### src/hdl/status_out_pkg.sv
// status output block: shared register map, field layouts, reset values
// assumes a 32-bit apb slave and a 100 mhz core clock
package status_out_pkg;

  localparam int ADDR_W = 12;
  localparam int DATA_W = 32;

  // register byte offsets
  localparam logic [ADDR_W-1:0] OFS_DONE_RANGE   = 12'h000;
  localparam logic [ADDR_W-1:0] OFS_MATCH_WIDTH  = 12'h004;
  localparam logic [ADDR_W-1:0] OFS_ZERO_LEVEL   = 12'h008;
  localparam logic [ADDR_W-1:0] OFS_SLOT_SELECT  = 12'h00c;
  localparam logic [ADDR_W-1:0] OFS_CONTROL_MODE = 12'h010;
  localparam logic [ADDR_W-1:0] OFS_STATUS       = 12'h014;

  // setting widths, limits and reset values
  localparam int RANGE_W = 9;
  localparam int WIDTH_W = 7;
  localparam int LEVEL_W = 12;
  localparam int SEL_W   = 3;
  localparam int SPEED_W = 16;
  localparam int POS_W   = 32;

  localparam logic [RANGE_W-1:0] DONE_RANGE_MAX  = 9'h1f4;
  localparam logic [RANGE_W-1:0] DONE_RANGE_RST  = 9'h00a;
  localparam logic [WIDTH_W-1:0] MATCH_WIDTH_MAX = 7'h64;
  localparam logic [WIDTH_W-1:0] MATCH_WIDTH_RST = 7'h0a;
  localparam logic [LEVEL_W-1:0] ZERO_LEVEL_MAX  = 12'h9c4;
  localparam logic [LEVEL_W-1:0] ZERO_LEVEL_RST  = 12'h014;
  localparam logic [SEL_W-1:0]   SEL_MAX         = 3'h4;
  localparam logic [SEL_W-1:0]   SEL_A_RST       = 3'h0;
  localparam logic [SEL_W-1:0]   SEL_B_RST       = 3'h1;
  localparam logic [SEL_W-1:0]   SEL_C_RST       = 3'h2;

  // slot select field positions
  localparam int SEL_A_LSB = 0;
  localparam int SEL_B_LSB = 4;
  localparam int SEL_C_LSB = 8;

  localparam int NUM_SLOTS = 3;

  typedef enum logic [1:0] {
    MODE_POSITION = 2'b00,
    MODE_SPEED    = 2'b01,
    MODE_TORQUE   = 2'b10
  } control_mode_t;

  typedef enum logic [2:0] {
    FUNC_DONE_OR_MATCH = 3'b000,
    FUNC_RUNNING       = 3'b001,
    FUNC_READY         = 3'b010,
    FUNC_TORQUE_LIMIT  = 3'b011,
    FUNC_BRAKE         = 3'b100
  } slot_function_t;

  // status bit positions
  localparam int ST_DONE    = 0;
  localparam int ST_MATCH   = 1;
  localparam int ST_RUNNING = 2;
  localparam int ST_READY   = 3;
  localparam int ST_SLOT    = 4;

endpackage

### src/hdl/flag_bus_if.sv
// flag bundle carried from the comparison unit to the top
// assumes one clock domain; producer drives, consumer reads
`timescale 1ns/10ps
interface flag_bus_if;
  logic done;
  logic match;
  logic running;
  logic ready;
  modport producer (output done, match, running, ready);
  modport consumer (input done, match, running, ready);
endinterface

### src/hdl/servo_status_output_select.sv
// top of the status output block: apb settings, slot routing, active-low outputs
// assumes apb master on the same clock; torque-limit and brake flags come from outside
//
// Decided for this implementation: the register offsets and the APB slave port.
`timescale 1ns/10ps

// Behaviour
// RULE1: in position mode, done flag set when absolute error within range
// RULE2: completion range accepts 0..500, resets to 10
// RULE3: position error counted in geared reference units, not encoder counts
// RULE4: torque mode holds done flag asserted
// RULE5: speed mode routes speed match onto the done function
// RULE6: match flag set when absolute speed difference at most width
// RULE7: match width in r/min accepts 0..100, resets to 10
// RULE8: torque mode holds match flag asserted
// RULE9: running flag set while speed exceeds zero-speed level
// RULE10: zero-speed level in r/min accepts 0..2500, resets to 20
// RULE11: ready flag only with main power on and no alarm
// RULE12: outputs drive low when active, high when inactive
// RULE13: three slot selectors accept 0..4, reset to 0, 1, 2
// RULE14: selector 0 done/match, 1 running, 2 ready, 3 torque limit, 4 brake
// RULE15: host waits for done flag before dependent actions
// RULE16: flags re-evaluated each cycle, slot outputs registered
module servo_status_output_select
#(
  parameter int P_W = status_out_pkg::POS_W,
  parameter int S_W = status_out_pkg::SPEED_W
) (
  input  wire logic                                 CLOCK,
  input  wire logic                                 RST,
  input  wire logic                                 PSEL,
  input  wire logic                                 PENABLE,
  input  wire logic                                 PWRITE,
  input  wire logic [status_out_pkg::ADDR_W-1:0]    PADDR,
  input  wire logic [status_out_pkg::DATA_W-1:0]    PWDATA,
  output logic      [status_out_pkg::DATA_W-1:0]    PRDATA,
  output logic                                      PREADY,
  output logic                                      PSLVERR,
  input  wire logic signed [P_W-1:0]                POSITION_ERROR,
  input  wire logic signed [S_W-1:0]                SPEED_REFERENCE,
  input  wire logic signed [S_W-1:0]                SPEED_ACTUAL,
  input  wire logic                                 MAIN_POWER_ON,
  input  wire logic                                 ALARM_ACTIVE,
  input  wire logic                                 TORQUE_LIMITED_FLAG,
  input  wire logic                                 BRAKE_INTERLOCK_FLAG,
  output logic      [status_out_pkg::NUM_SLOTS-1:0] SLOT_OUT_N
);
  import status_out_pkg::*;

  flag_bus_if flags ();

  logic [RANGE_W-1:0] position_done_range_reg,   position_done_range_next;
  logic [WIDTH_W-1:0] speed_match_width_reg,     speed_match_width_next;
  logic [LEVEL_W-1:0] zero_speed_level_reg,      zero_speed_level_next;
  logic [SEL_W-1:0]   slot_a_function_select_reg, slot_a_function_select_next;
  logic [SEL_W-1:0]   slot_b_function_select_reg, slot_b_function_select_next;
  logic [SEL_W-1:0]   slot_c_function_select_reg, slot_c_function_select_next;
  control_mode_t      mode_reg,                  mode_next;
  logic [DATA_W-1:0]  prdata_reg,                prdata_next;
  logic               pready_reg,                pready_next;
  logic               pslverr_reg,               pslverr_next;
  logic [NUM_SLOTS-1:0] slot_n_reg,              slot_n_next;
  logic [SEL_W-1:0]   sel_vec [NUM_SLOTS];
  logic               positioning_done_flag;
  logic               speed_match_flag;
  logic               motor_running_flag;
  logic               servo_ready_flag;
  logic               done_or_match;
  logic               access;
  logic               wr_ok;

  status_flag_compare #(
    .P_W (P_W),
    .S_W (S_W)
  ) u_compare (
    .clk           (CLOCK),
    .rst           (RST),
    .mode          (mode_reg),
    .pos_error     (POSITION_ERROR),
    .speed_ref     (SPEED_REFERENCE),
    .speed_act     (SPEED_ACTUAL),
    .done_range    (position_done_range_reg),
    .match_width   (speed_match_width_reg),
    .zero_level    (zero_speed_level_reg),
    .main_power_on (MAIN_POWER_ON),
    .alarm_active  (ALARM_ACTIVE),
    .flags         (flags.producer)
  );

  assign positioning_done_flag = flags.done;
  assign speed_match_flag      = flags.match;
  assign motor_running_flag    = flags.running;
  assign servo_ready_flag      = flags.ready;

  // apb slave, one wait state
  always_comb begin
    access                       = PSEL && PENABLE && !pready_reg;
    position_done_range_next     = position_done_range_reg;
    speed_match_width_next       = speed_match_width_reg;
    zero_speed_level_next        = zero_speed_level_reg;
    slot_a_function_select_next  = slot_a_function_select_reg;
    slot_b_function_select_next  = slot_b_function_select_reg;
    slot_c_function_select_next  = slot_c_function_select_reg;
    mode_next                    = mode_reg;
    prdata_next                  = prdata_reg;
    pready_next                  = access;
    pslverr_next                 = 1'b0;
    wr_ok                        = 1'b0;
    if (access && PWRITE) begin
      case (PADDR)
        OFS_DONE_RANGE: begin
          wr_ok = (PWDATA <= DATA_W'(DONE_RANGE_MAX)); // [RULE2]
          if (wr_ok) position_done_range_next = PWDATA[RANGE_W-1:0];
        end
        OFS_MATCH_WIDTH: begin
          wr_ok = (PWDATA <= DATA_W'(MATCH_WIDTH_MAX)); // [RULE7]
          if (wr_ok) speed_match_width_next = PWDATA[WIDTH_W-1:0];
        end
        OFS_ZERO_LEVEL: begin
          wr_ok = (PWDATA <= DATA_W'(ZERO_LEVEL_MAX)); // [RULE10]
          if (wr_ok) zero_speed_level_next = PWDATA[LEVEL_W-1:0];
        end
        OFS_SLOT_SELECT: begin
          // each selector limited to 0..4 [RULE13]
          wr_ok = (PWDATA[SEL_A_LSB +: SEL_W] <= SEL_MAX) && (PWDATA[SEL_B_LSB +: SEL_W] <= SEL_MAX)
               && (PWDATA[SEL_C_LSB +: SEL_W] <= SEL_MAX);
          if (wr_ok) begin
            slot_a_function_select_next = PWDATA[SEL_A_LSB +: SEL_W];
            slot_b_function_select_next = PWDATA[SEL_B_LSB +: SEL_W];
            slot_c_function_select_next = PWDATA[SEL_C_LSB +: SEL_W];
          end
        end
        OFS_CONTROL_MODE: begin
          wr_ok = (PWDATA[1:0] != 2'b11) && (PWDATA[DATA_W-1:2] == '0);
          if (wr_ok) mode_next = control_mode_t'(PWDATA[1:0]);
        end
        default: wr_ok = 1'b0;
      endcase
      pslverr_next = !wr_ok;
    end else if (access) begin
      prdata_next = '0;
      case (PADDR)
        OFS_DONE_RANGE:   prdata_next = DATA_W'(position_done_range_reg);
        OFS_MATCH_WIDTH:  prdata_next = DATA_W'(speed_match_width_reg);
        OFS_ZERO_LEVEL:   prdata_next = DATA_W'(zero_speed_level_reg);
        OFS_SLOT_SELECT: begin
          prdata_next[SEL_A_LSB +: SEL_W] = slot_a_function_select_reg;
          prdata_next[SEL_B_LSB +: SEL_W] = slot_b_function_select_reg;
          prdata_next[SEL_C_LSB +: SEL_W] = slot_c_function_select_reg;
        end
        OFS_CONTROL_MODE: prdata_next = DATA_W'(mode_reg);
        OFS_STATUS: begin
          prdata_next[ST_DONE]    = positioning_done_flag;
          prdata_next[ST_MATCH]   = speed_match_flag;
          prdata_next[ST_RUNNING] = motor_running_flag;
          prdata_next[ST_READY]   = servo_ready_flag;
          prdata_next[ST_SLOT +: NUM_SLOTS] = ~slot_n_reg;
        end
        default:          pslverr_next = 1'b1;
      endcase
    end
  end

  // slot routing, one selector per slot
  always_comb begin
    // speed mode swaps in the match flag [RULE5]
    done_or_match = (mode_reg == MODE_SPEED) ? speed_match_flag : positioning_done_flag;
    sel_vec[0]    = slot_a_function_select_reg;
    sel_vec[1]    = slot_b_function_select_reg;
    sel_vec[2]    = slot_c_function_select_reg;
  end

  generate
    for (genvar i = 0; i < NUM_SLOTS; i++) begin : g_slot
      always_comb begin
        case (slot_function_t'(sel_vec[i])) // [RULE14]
          FUNC_DONE_OR_MATCH: slot_n_next[i] = !done_or_match; // [RULE12]
          FUNC_RUNNING:       slot_n_next[i] = !motor_running_flag;
          FUNC_READY:         slot_n_next[i] = !servo_ready_flag;
          FUNC_TORQUE_LIMIT:  slot_n_next[i] = !TORQUE_LIMITED_FLAG;
          FUNC_BRAKE:         slot_n_next[i] = !BRAKE_INTERLOCK_FLAG;
          default:            slot_n_next[i] = 1'b1;
        endcase
      end
    end
  endgenerate

  always_ff @(posedge CLOCK) begin
    if (RST) begin
      position_done_range_reg    <= DONE_RANGE_RST;
      speed_match_width_reg      <= MATCH_WIDTH_RST;
      zero_speed_level_reg       <= ZERO_LEVEL_RST;
      slot_a_function_select_reg <= SEL_A_RST;
      slot_b_function_select_reg <= SEL_B_RST;
      slot_c_function_select_reg <= SEL_C_RST;
      mode_reg                   <= MODE_POSITION;
      prdata_reg                 <= '0;
      pready_reg                 <= 1'b0;
      pslverr_reg                <= 1'b0;
      slot_n_reg                 <= '1;
    end else begin
      position_done_range_reg    <= position_done_range_next;
      speed_match_width_reg      <= speed_match_width_next;
      zero_speed_level_reg       <= zero_speed_level_next;
      slot_a_function_select_reg <= slot_a_function_select_next;
      slot_b_function_select_reg <= slot_b_function_select_next;
      slot_c_function_select_reg <= slot_c_function_select_next;
      mode_reg                   <= mode_next;
      prdata_reg                 <= prdata_next;
      pready_reg                 <= pready_next;
      pslverr_reg                <= pslverr_next;
      slot_n_reg                 <= slot_n_next; // [RULE16]
    end
  end

  assign PRDATA     = prdata_reg;
  assign PREADY     = pready_reg;
  assign PSLVERR    = pslverr_reg;
  assign SLOT_OUT_N = slot_n_reg;
endmodule

### src/hdl/status_flag_compare.sv
// comparison unit producing the four status flags every cycle
// assumes settings and feedback are synchronous to the clock
`timescale 1ns/10ps
module status_flag_compare
  import status_out_pkg::*;
#(
  parameter int P_W = POS_W,
  parameter int S_W = SPEED_W
) (
  input  wire logic                 clk,
  input  wire logic                 rst,
  input  wire control_mode_t        mode,
  input  wire logic signed [P_W-1:0] pos_error,
  input  wire logic signed [S_W-1:0] speed_ref,
  input  wire logic signed [S_W-1:0] speed_act,
  input  wire logic [RANGE_W-1:0]   done_range,
  input  wire logic [WIDTH_W-1:0]   match_width,
  input  wire logic [LEVEL_W-1:0]   zero_level,
  input  wire logic                 main_power_on,
  input  wire logic                 alarm_active,
  flag_bus_if.producer              flags
);
  logic [P_W-1:0] pos_abs;
  logic [S_W:0]   diff_abs;
  logic [S_W:0]   diff_raw;
  logic [S_W-1:0] speed_abs;
  logic           done_reg,    done_next;
  logic           match_reg,   match_next;
  logic           running_reg, running_next;
  logic           ready_reg,   ready_next;

  always_comb begin
    pos_abs   = pos_error[P_W-1] ? P_W'(-pos_error) : pos_error;
    diff_raw  = {speed_ref[S_W-1], speed_ref} - {speed_act[S_W-1], speed_act};
    diff_abs  = diff_raw[S_W] ? (S_W+1)'(-diff_raw) : diff_raw;
    speed_abs = speed_act[S_W-1] ? S_W'(-speed_act) : speed_act;
    // error in reference units, compared against range [RULE1] [RULE3]
    done_next    = (pos_abs <= P_W'(done_range));
    match_next   = (diff_abs <= (S_W+1)'(match_width)); // [RULE6]
    running_next = (speed_abs > S_W'(zero_level)); // [RULE9]
    ready_next   = main_power_on && !alarm_active; // [RULE11]
    if (mode == MODE_TORQUE) begin
      done_next  = 1'b1; // [RULE4]
      match_next = 1'b1; // [RULE8]
    end
  end

  always_ff @(posedge clk) begin
    if (rst) begin
      done_reg    <= 1'b0;
      match_reg   <= 1'b0;
      running_reg <= 1'b0;
      ready_reg   <= 1'b0;
    end else begin
      done_reg    <= done_next; // [RULE16]
      match_reg   <= match_next;
      running_reg <= running_next;
      ready_reg   <= ready_next;
    end
  end

  assign flags.done    = done_reg;
  assign flags.match   = match_reg;
  assign flags.running = running_reg;
  assign flags.ready   = ready_reg;
endmodule

### config.mk
export PLATFORM = sky130hd
export DESIGN_NAME = servo_status_output_select
export DESIGN_NICKNAME = d
export VERILOG_FILES = /design/src/hdl/status_out_pkg.sv /design/src/hdl/flag_bus_if.sv /design/src/hdl/servo_status_output_select.sv /design/src/hdl/status_flag_compare.sv
export SDC_FILE = /design/constraint.sdc
export NUM_CORES = 1
export LEC_CHECK = 0
export ABC_AREA = 1
export BUFFER_PORTS_ARGS = -buffer_cell sky130_fd_sc_hd__buf_2
export CORE_MARGIN = 2
export CORE_UTILIZATION = 30
export CTS_BUF_LIST = sky130_fd_sc_hd__clkbuf_2
export DETAILED_ROUTE_END_ITERATION = 16
export SLEW_MARGIN = 15
export SYNTH_ARGS = -nofsm -noshare
export SYNTH_HDL_FRONTEND = slang
export SYNTH_SLANG_ARGS = --single-unit
### constraint.sdc
create_clock -name CLOCK -period 10.18 [get_ports CLOCK]
set_clock_uncertainty 0.05 [all_clocks]
set_input_delay 1.018 -clock CLOCK [delete_from_list [all_inputs] [get_ports CLOCK]]
set_output_delay 1.018 -clock CLOCK [all_outputs]
set_load 0.005 [all_outputs]
Yosys cells after proc, flatten, opt, wreduce, memory -nomap -nowiden
Cells that the tools add are included.

word-level totals
  bits of input ports = 117
  bits in registers = 80
  logic and storage cells = 97

operators by class
  mux-type cells = 20
  bitwise logic cells = 2
  $add $sub $neg = 4
  $lt $le $gt $ge = 9
  equal/unequal tests = 20
  reductions and logical operators = 27

operator list
  kind                                                                      count
  32-bit by 12-bit <= comparator with 1-bit output (second input constant)  1
  32-bit by 7-bit <= comparator with 1-bit output (second input constant)   1
  32-bit by 9-bit <= comparator with 1-bit output                           1
  32-bit by 9-bit <= comparator with 1-bit output (second input constant)   1
  32-bit two-way mux                                                        1
  32-bit negation                                                           1
  30-bit zero test                                                          1
  12-bit by 4-bit == test with 1-bit output (second input constant)         2
  12-bit by 5-bit == test with 1-bit output (second input constant)         2
  1-bit case mux with 5 select lines                                        4
  3-bit by 2-bit == test with 1-bit output (second input constant)          6
  3-bit case mux with 6 select lines                                        1
  17-bit by 7-bit <= comparator with 1-bit output                           1
  17-bit two-way mux                                                        1
  17-bit negation                                                           1
  16-bit by 16-bit subtractor with 17-bit output                            1
  16-bit by 12-bit greater-than comparator with 1-bit output                1
  16-bit two-way mux                                                        1
  16-bit negation                                                           1
  3-bit case mux with 5 select lines                                        1
  3-bit AND reduction                                                       5
  12-bit by 3-bit == test with 1-bit output (second input constant)         1
  12-bit zero test                                                          1
  3-bit by 1-bit == test with 1-bit output (second input constant)          3
  16 further kinds                                                          42

Logic depth before layout (Yosys ltp)
  depth after elaboration = 7
  depth in mapped cells = 27

Modules after synthesis
From an unflattened synthesis, not the netlist that was laid out.

unflattened totals
  cell total of the unflattened synthesis = 1,227
  area, all modules = 7,049.3 µm²

modules (own cells, without submodules)
  module                      times used  cells an instance  sequential area each (µm²)  area each (µm²)
  status_flag_compare         1           713                80.1                        3,783.6
  servo_status_output_select  1           514                1,121.1                     3,265.6

Worst setup path after synthesis
OpenSTA, ideal clock, no wires.

  kind = input -> register
  from = in SPEED_ACTUAL[15]
  to = reg u_compare.match_reg (netlist: u_compare.flags.match)
  setup slack = 6.148 ns
  stages = 25
  data required time = 10.063 ns
  path buffers = 2
  arrival time = 3.914 ns
  path through = clkbuf_1 -> inv_1 -> ha_1 -> inv_1 -> nor3_2 -> and2_1 -> nand2_2 -> nand2_1 -> nand2_1 -> nand2_4 -> inv_4 -> buf_6 -> nand2_1 -> xor2_1 -> inv_1 -> ha_1 -> a21oi_1 -> o21ai_0 -> o21bai_1 -> a22oi_1 -> nor2_1 -> nand3_1 -> nor2_1 -> nand3_1 -> a21oi_2

between the ends
  longest elaborated chain between the ends = 5

ends and longest elaborated chain
  what                                                 line                              text
  start, declared                                      servo_status_output_select.sv:41  input wire logic signed [S_W-1:0] SPEED_ACTUAL,
  16-bit by 16-bit subtractor with 17-bit output (*)   status_flag_compare.sv:34         diff_raw = {speed_ref[S_W-1], speed_ref} - {speed_act[S_W-1], speed_act};
  17-bit negation                                      status_flag_compare.sv:35         diff_abs = diff_raw[S_W] ? (S_W+1)'(-diff_raw) : diff_raw;
  17-bit two-way mux (*)                               status_flag_compare.sv:35
  17-bit by 7-bit <= comparator with 1-bit output (*)  status_flag_compare.sv:39         match_next = (diff_abs <= (S_W+1)'(match_width));
  1-bit two-way mux (*)                                status_flag_compare.sv:42         if (mode == MODE_TORQUE) begin
  end signal, assigned                                 status_flag_compare.sv:56         match_reg <= match_next;
  end, declared                                        status_flag_compare.sv:28         logic match_reg, match_next;

Every way passes the cells marked *; elsewhere a longest branch is shown, timed or not.
A chain may end at the register's enable or synchronous reset.

Worst setup path after layout
  from = in SPEED_ACTUAL[0]
  to = reg u_compare.match_reg (netlist: u_compare.flags.match)

Same word-level chain as after synthesis.

==> results.md <==
- The summed area of non-filler cells in the final layout is 7377 sq um.
- The slew at the pin closest to its max-slew limit is 1.027 ns.
- Hold repair after CTS inserted 0 buffers.
- The total number of H-tree levels is 3.
- The synthesized area divided by synthesized cell count is 6.185 sq um.
- The remaining max-slew budget at the tightest pin is 31.48%.
- The arrival time of data at the critical path endpoint is 4.24 ns.
- Along the worst path, the maximum fanout reaches 14.
- In the synthesized netlist the async set-or-reset flop fraction comes to 0%.
- In this run the static leakage power is 3.587 nW.
- The die width is 150.3 um.
- The final critical-path setup slack is 6.339 ns.
- The detail route stage leaves a number of antenna-violating nets equal to 0.
- The number of max-cap violations is 0.
- The die footprint is 22590 sq um.
- In this run the count of I/O pins placed on the die edge is 154.
- Prior to clock tree synthesis, the placed netlist has a worst setup slack of 5.854 ns.
- After synthesis the netlist holds a flip-flop and latch count of 60.
- For this design, the slowest cell found on the critical path is sky130_fd_sc_hd__fa_1.
- The number of warnings printed during yosys synthesis is 0.
- After clock tree synthesis, the clock-pin slew on the worst setup and hold paths is 0.17 ns.
- The number of flops mapped to enable cells by yosys is 0.
- In this run the core area contains 53 standard-cell rows.
- Setup repair after global routing left no endpoint under its margin.
- The min-delay analysis places its worst path in the category reg -> reg.
- The count of routing violations after the opening detailed-route iteration is 455.
- Subtracting the final worst setup slack from the clock period gives 3.841 ns.
- The first global-routing pass estimated 31.84 mm of wire.
- In this run the critical register-to-register path is launched from PREADY.
- Dividing the detail-routed wire length by the instance count gives 13.78 um.
- The critical path in this run is classified as in -> reg.
- Summing every instance area after synthesis gives 6420 sq um.
- The internal reg-to-reg setup slack is 7.85 ns.
- The via count of the routed design is 7034.
- The largest net degree at the start of global routing is 37.
- Setup violations remaining at the end of the flow were counted as 0.
- The number of iterations in the first detailed-routing pass is 9.
- Post-CTS timing repair inserted 0 buffers for setup.
- In the global route stage, overall resource usage came out at 17.59%.
- The highest cell delay on the worst timing path is 0.43 ns.
- The count of fill cells added during filler insertion is 2374.
- The most prevalent standard cell on the critical path is sky130_fd_sc_hd__nand3_1.
- The portion of the post-synthesis area used by sequential elements is 18.71%.
- The number of cell instances on the worst register-to-register path is 8.
- The final period utilization is 37.73%.
- Clock latency on the worst-skew pair, taken at its later pin, is 0.52 ns.
- The required arrival time at the worst endpoint is 10.58 ns.
- CTS saw 60 sinks.
- The final layout contains routed wiring with a total length of 19.91 mm.
- The instance area after placement is 7268 sq um.
- Dividing total power by cell area gives a power density of 87.24 nW/um^2.
- Leaving out fill and tap cells, the most frequent cells in the layout are sky130_fd_sc_hd__nand2_1, sky130_fd_sc_hd__inv_1, sky130_fd_sc_hd__buf_2, sky130_fd_sc_hd__nor2_1, sky130_fd_sc_hd__nand3_1.
- TritonCTS built the clock tree.
- The hold path startpoint is PRDATA[2].
- The peak clock frequency supported by timing is 0.2604 GHz.
- The cell count after placement is 1428.
- The library cell used most frequently in the layout, excluding fill and tap cells, is sky130_fd_sc_hd__nand2_1.
- The clock root buffer is sky130_fd_sc_hd__clkbuf_2.
- For this run, the number of standard cells in the final layout without fillers is 1445.
- The overall die height is 150.3 um.
- Clock tree synthesis inserted a total of 9 buffers.
- The total of cells resized after clock tree synthesis is 0.
- The initial antenna violation count is 1.
- The number of max-slew violations in the final report is 0.
- The core region is 21020 sq um.
- The total half-perimeter wirelength after legalization and detailed placement is 16.62 mm.
- Synthesis produced a netlist whose cell count is 1038.
- Of the cells placed in the final design, the portion with a size suffix greater than 1 is 17.38%.
- The number of failing hold endpoints at the final stage is 0.
- The area added between synthesis and finish is 14.91%.
- The peak ir drop on the vdd network is 0.03807 mV.
- In the routed design, unresolved DRC markers number 0.
- The distinct cell type count of the synthesized netlist is 55.
- The routability congestion estimate is 0.9133.
- After the last flow step, the layout net total stands at 1329.
- The element type at the critical path end is a flop.
- Tracing the worst setup path back leads to its startpoint at SPEED_ACTUAL[0].
- The initial cell density of the core is 30.54%.
- The count of buffers added on input and output ports is 133.
- The critical path ends at u_compare.flags.match.
- The flow ran to the end, and the final reports show no timing, DRC or antenna violations.
- The via count of the first global-routing pass is 6567.
- The worst hold slack is 0.4272 ns.
- The vias per cell is 4.868.
- After routing, the total negative slack on setup checks comes to 0 ns.
- The most used flip-flop cell after synthesis is sky130_fd_sc_hd__dfxtp_1.
- The type of element launching the critical path is an input pin.
- The maximum buffer depth of the clock tree is 2.
- The end of the worst register-to-register path is slot_b_function_select_reg[2].
- The global route total overflow is 0.
## area by class of cell
| class | count | area, sq um | area share (%) |
|---|---|---|---|
| diodes | 2 | 5.005 | 0.06784 |
| clock inverters | 5 | 53.80 | 0.7293 |
| inverters | 166 | 625.6 | 8.480 |
| clock buffers | 10 | 50.05 | 0.6784 |
| multi-input cells | 793 | 4424 | 59.97 |
| flip-flops and latches | 60 | 1201 | 16.28 |
| repair buffers | 134 | 673.1 | 9.125 |
| well taps | 275 | 344.1 | 4.664 |
## synthesized netlist by cell type, drive strengths merged (8+ instances only)
master / number / area share (%)
buf: 26 / 3.0
dfxtp: 60 / 19
nand2: 232 / 14
a211oi: 17 / 2.1
clkbuf: 12 / 0.70
nand4: 23 / 2.2
inv: 166 / 9.7
nor4: 8 / 0.78
nor2: 125 / 7.9
o211ai: 14 / 1.6
nand3: 72 / 5.8
o22ai: 12 / 1.2
ha: 47 / 9.2
o21ai: 52 / 4.1
xor2: 33 / 4.5
a21oi: 62 / 5.0
nor3: 25 / 2.4
## metrics by stage
step | util (%) | power (mW)
final | 35.09 | 0.6436
after global routing | 35.07 | 0.6960
after CTS | 35.07 | 0.6454
after detailed placement | 34.58 | 0.5020
after global placement | 34.58 | 0.5000
after floorplan | - | 0.4300
## critical path: cells and delay by family
family | cells | cell delay [ns]
buffers and inverters | 4 | 0.45
adders and majority gates | 3 | 0.93
xor gates and xnor gates | 1 | 0.12
AOI/OAI and AO/OA | 5 | 0.54
and+or+nand+nor | 12 | 1.17
## where the power goes
part / switching (mW) / internal, mW
clock network: 0.0899 / 0.0557
registers: 0.00172 / 0.238
logic: 0.161 / 0.0977
## logic make-up (layout without fill, tap and decap cells)
kind of cell    Yosys count  count (layout)  synth area share [%]
flops                    60              60                 18.71
compound gates          186             186                 17.95
buf+inv                 204             315                 13.49
simple gates            500             500                 35.00
other cells               1              22               0.05841
xor+xnor                 39              39                 5.321
fa+ha+maj                48              48                 9.472
## per-layer routing
layer  track usage [%]  routed length [um]  vias to the layer above
li1                  -                   -                     3663
met1             22.85                9167                     3132
met2             30.98                9408                      218
met3             2.576                1111                       21
met4             3.396                 221                        0
met5                 0                   0                        -
## how the worst min path moves through the flow
stage	to	slack, ns	cells past startpoint
floorplan	PRDATA[11]	0.39	2
global placement	PRDATA[8]	0.40	2
detailed placement	PRDATA[2]	0.40	2
CTS	PRDATA[2]	0.42	2
global route	PRDATA[8]	0.47	2
finish	PRDATA[2]	0.43	2
Power figures use the tool's default switching activity.
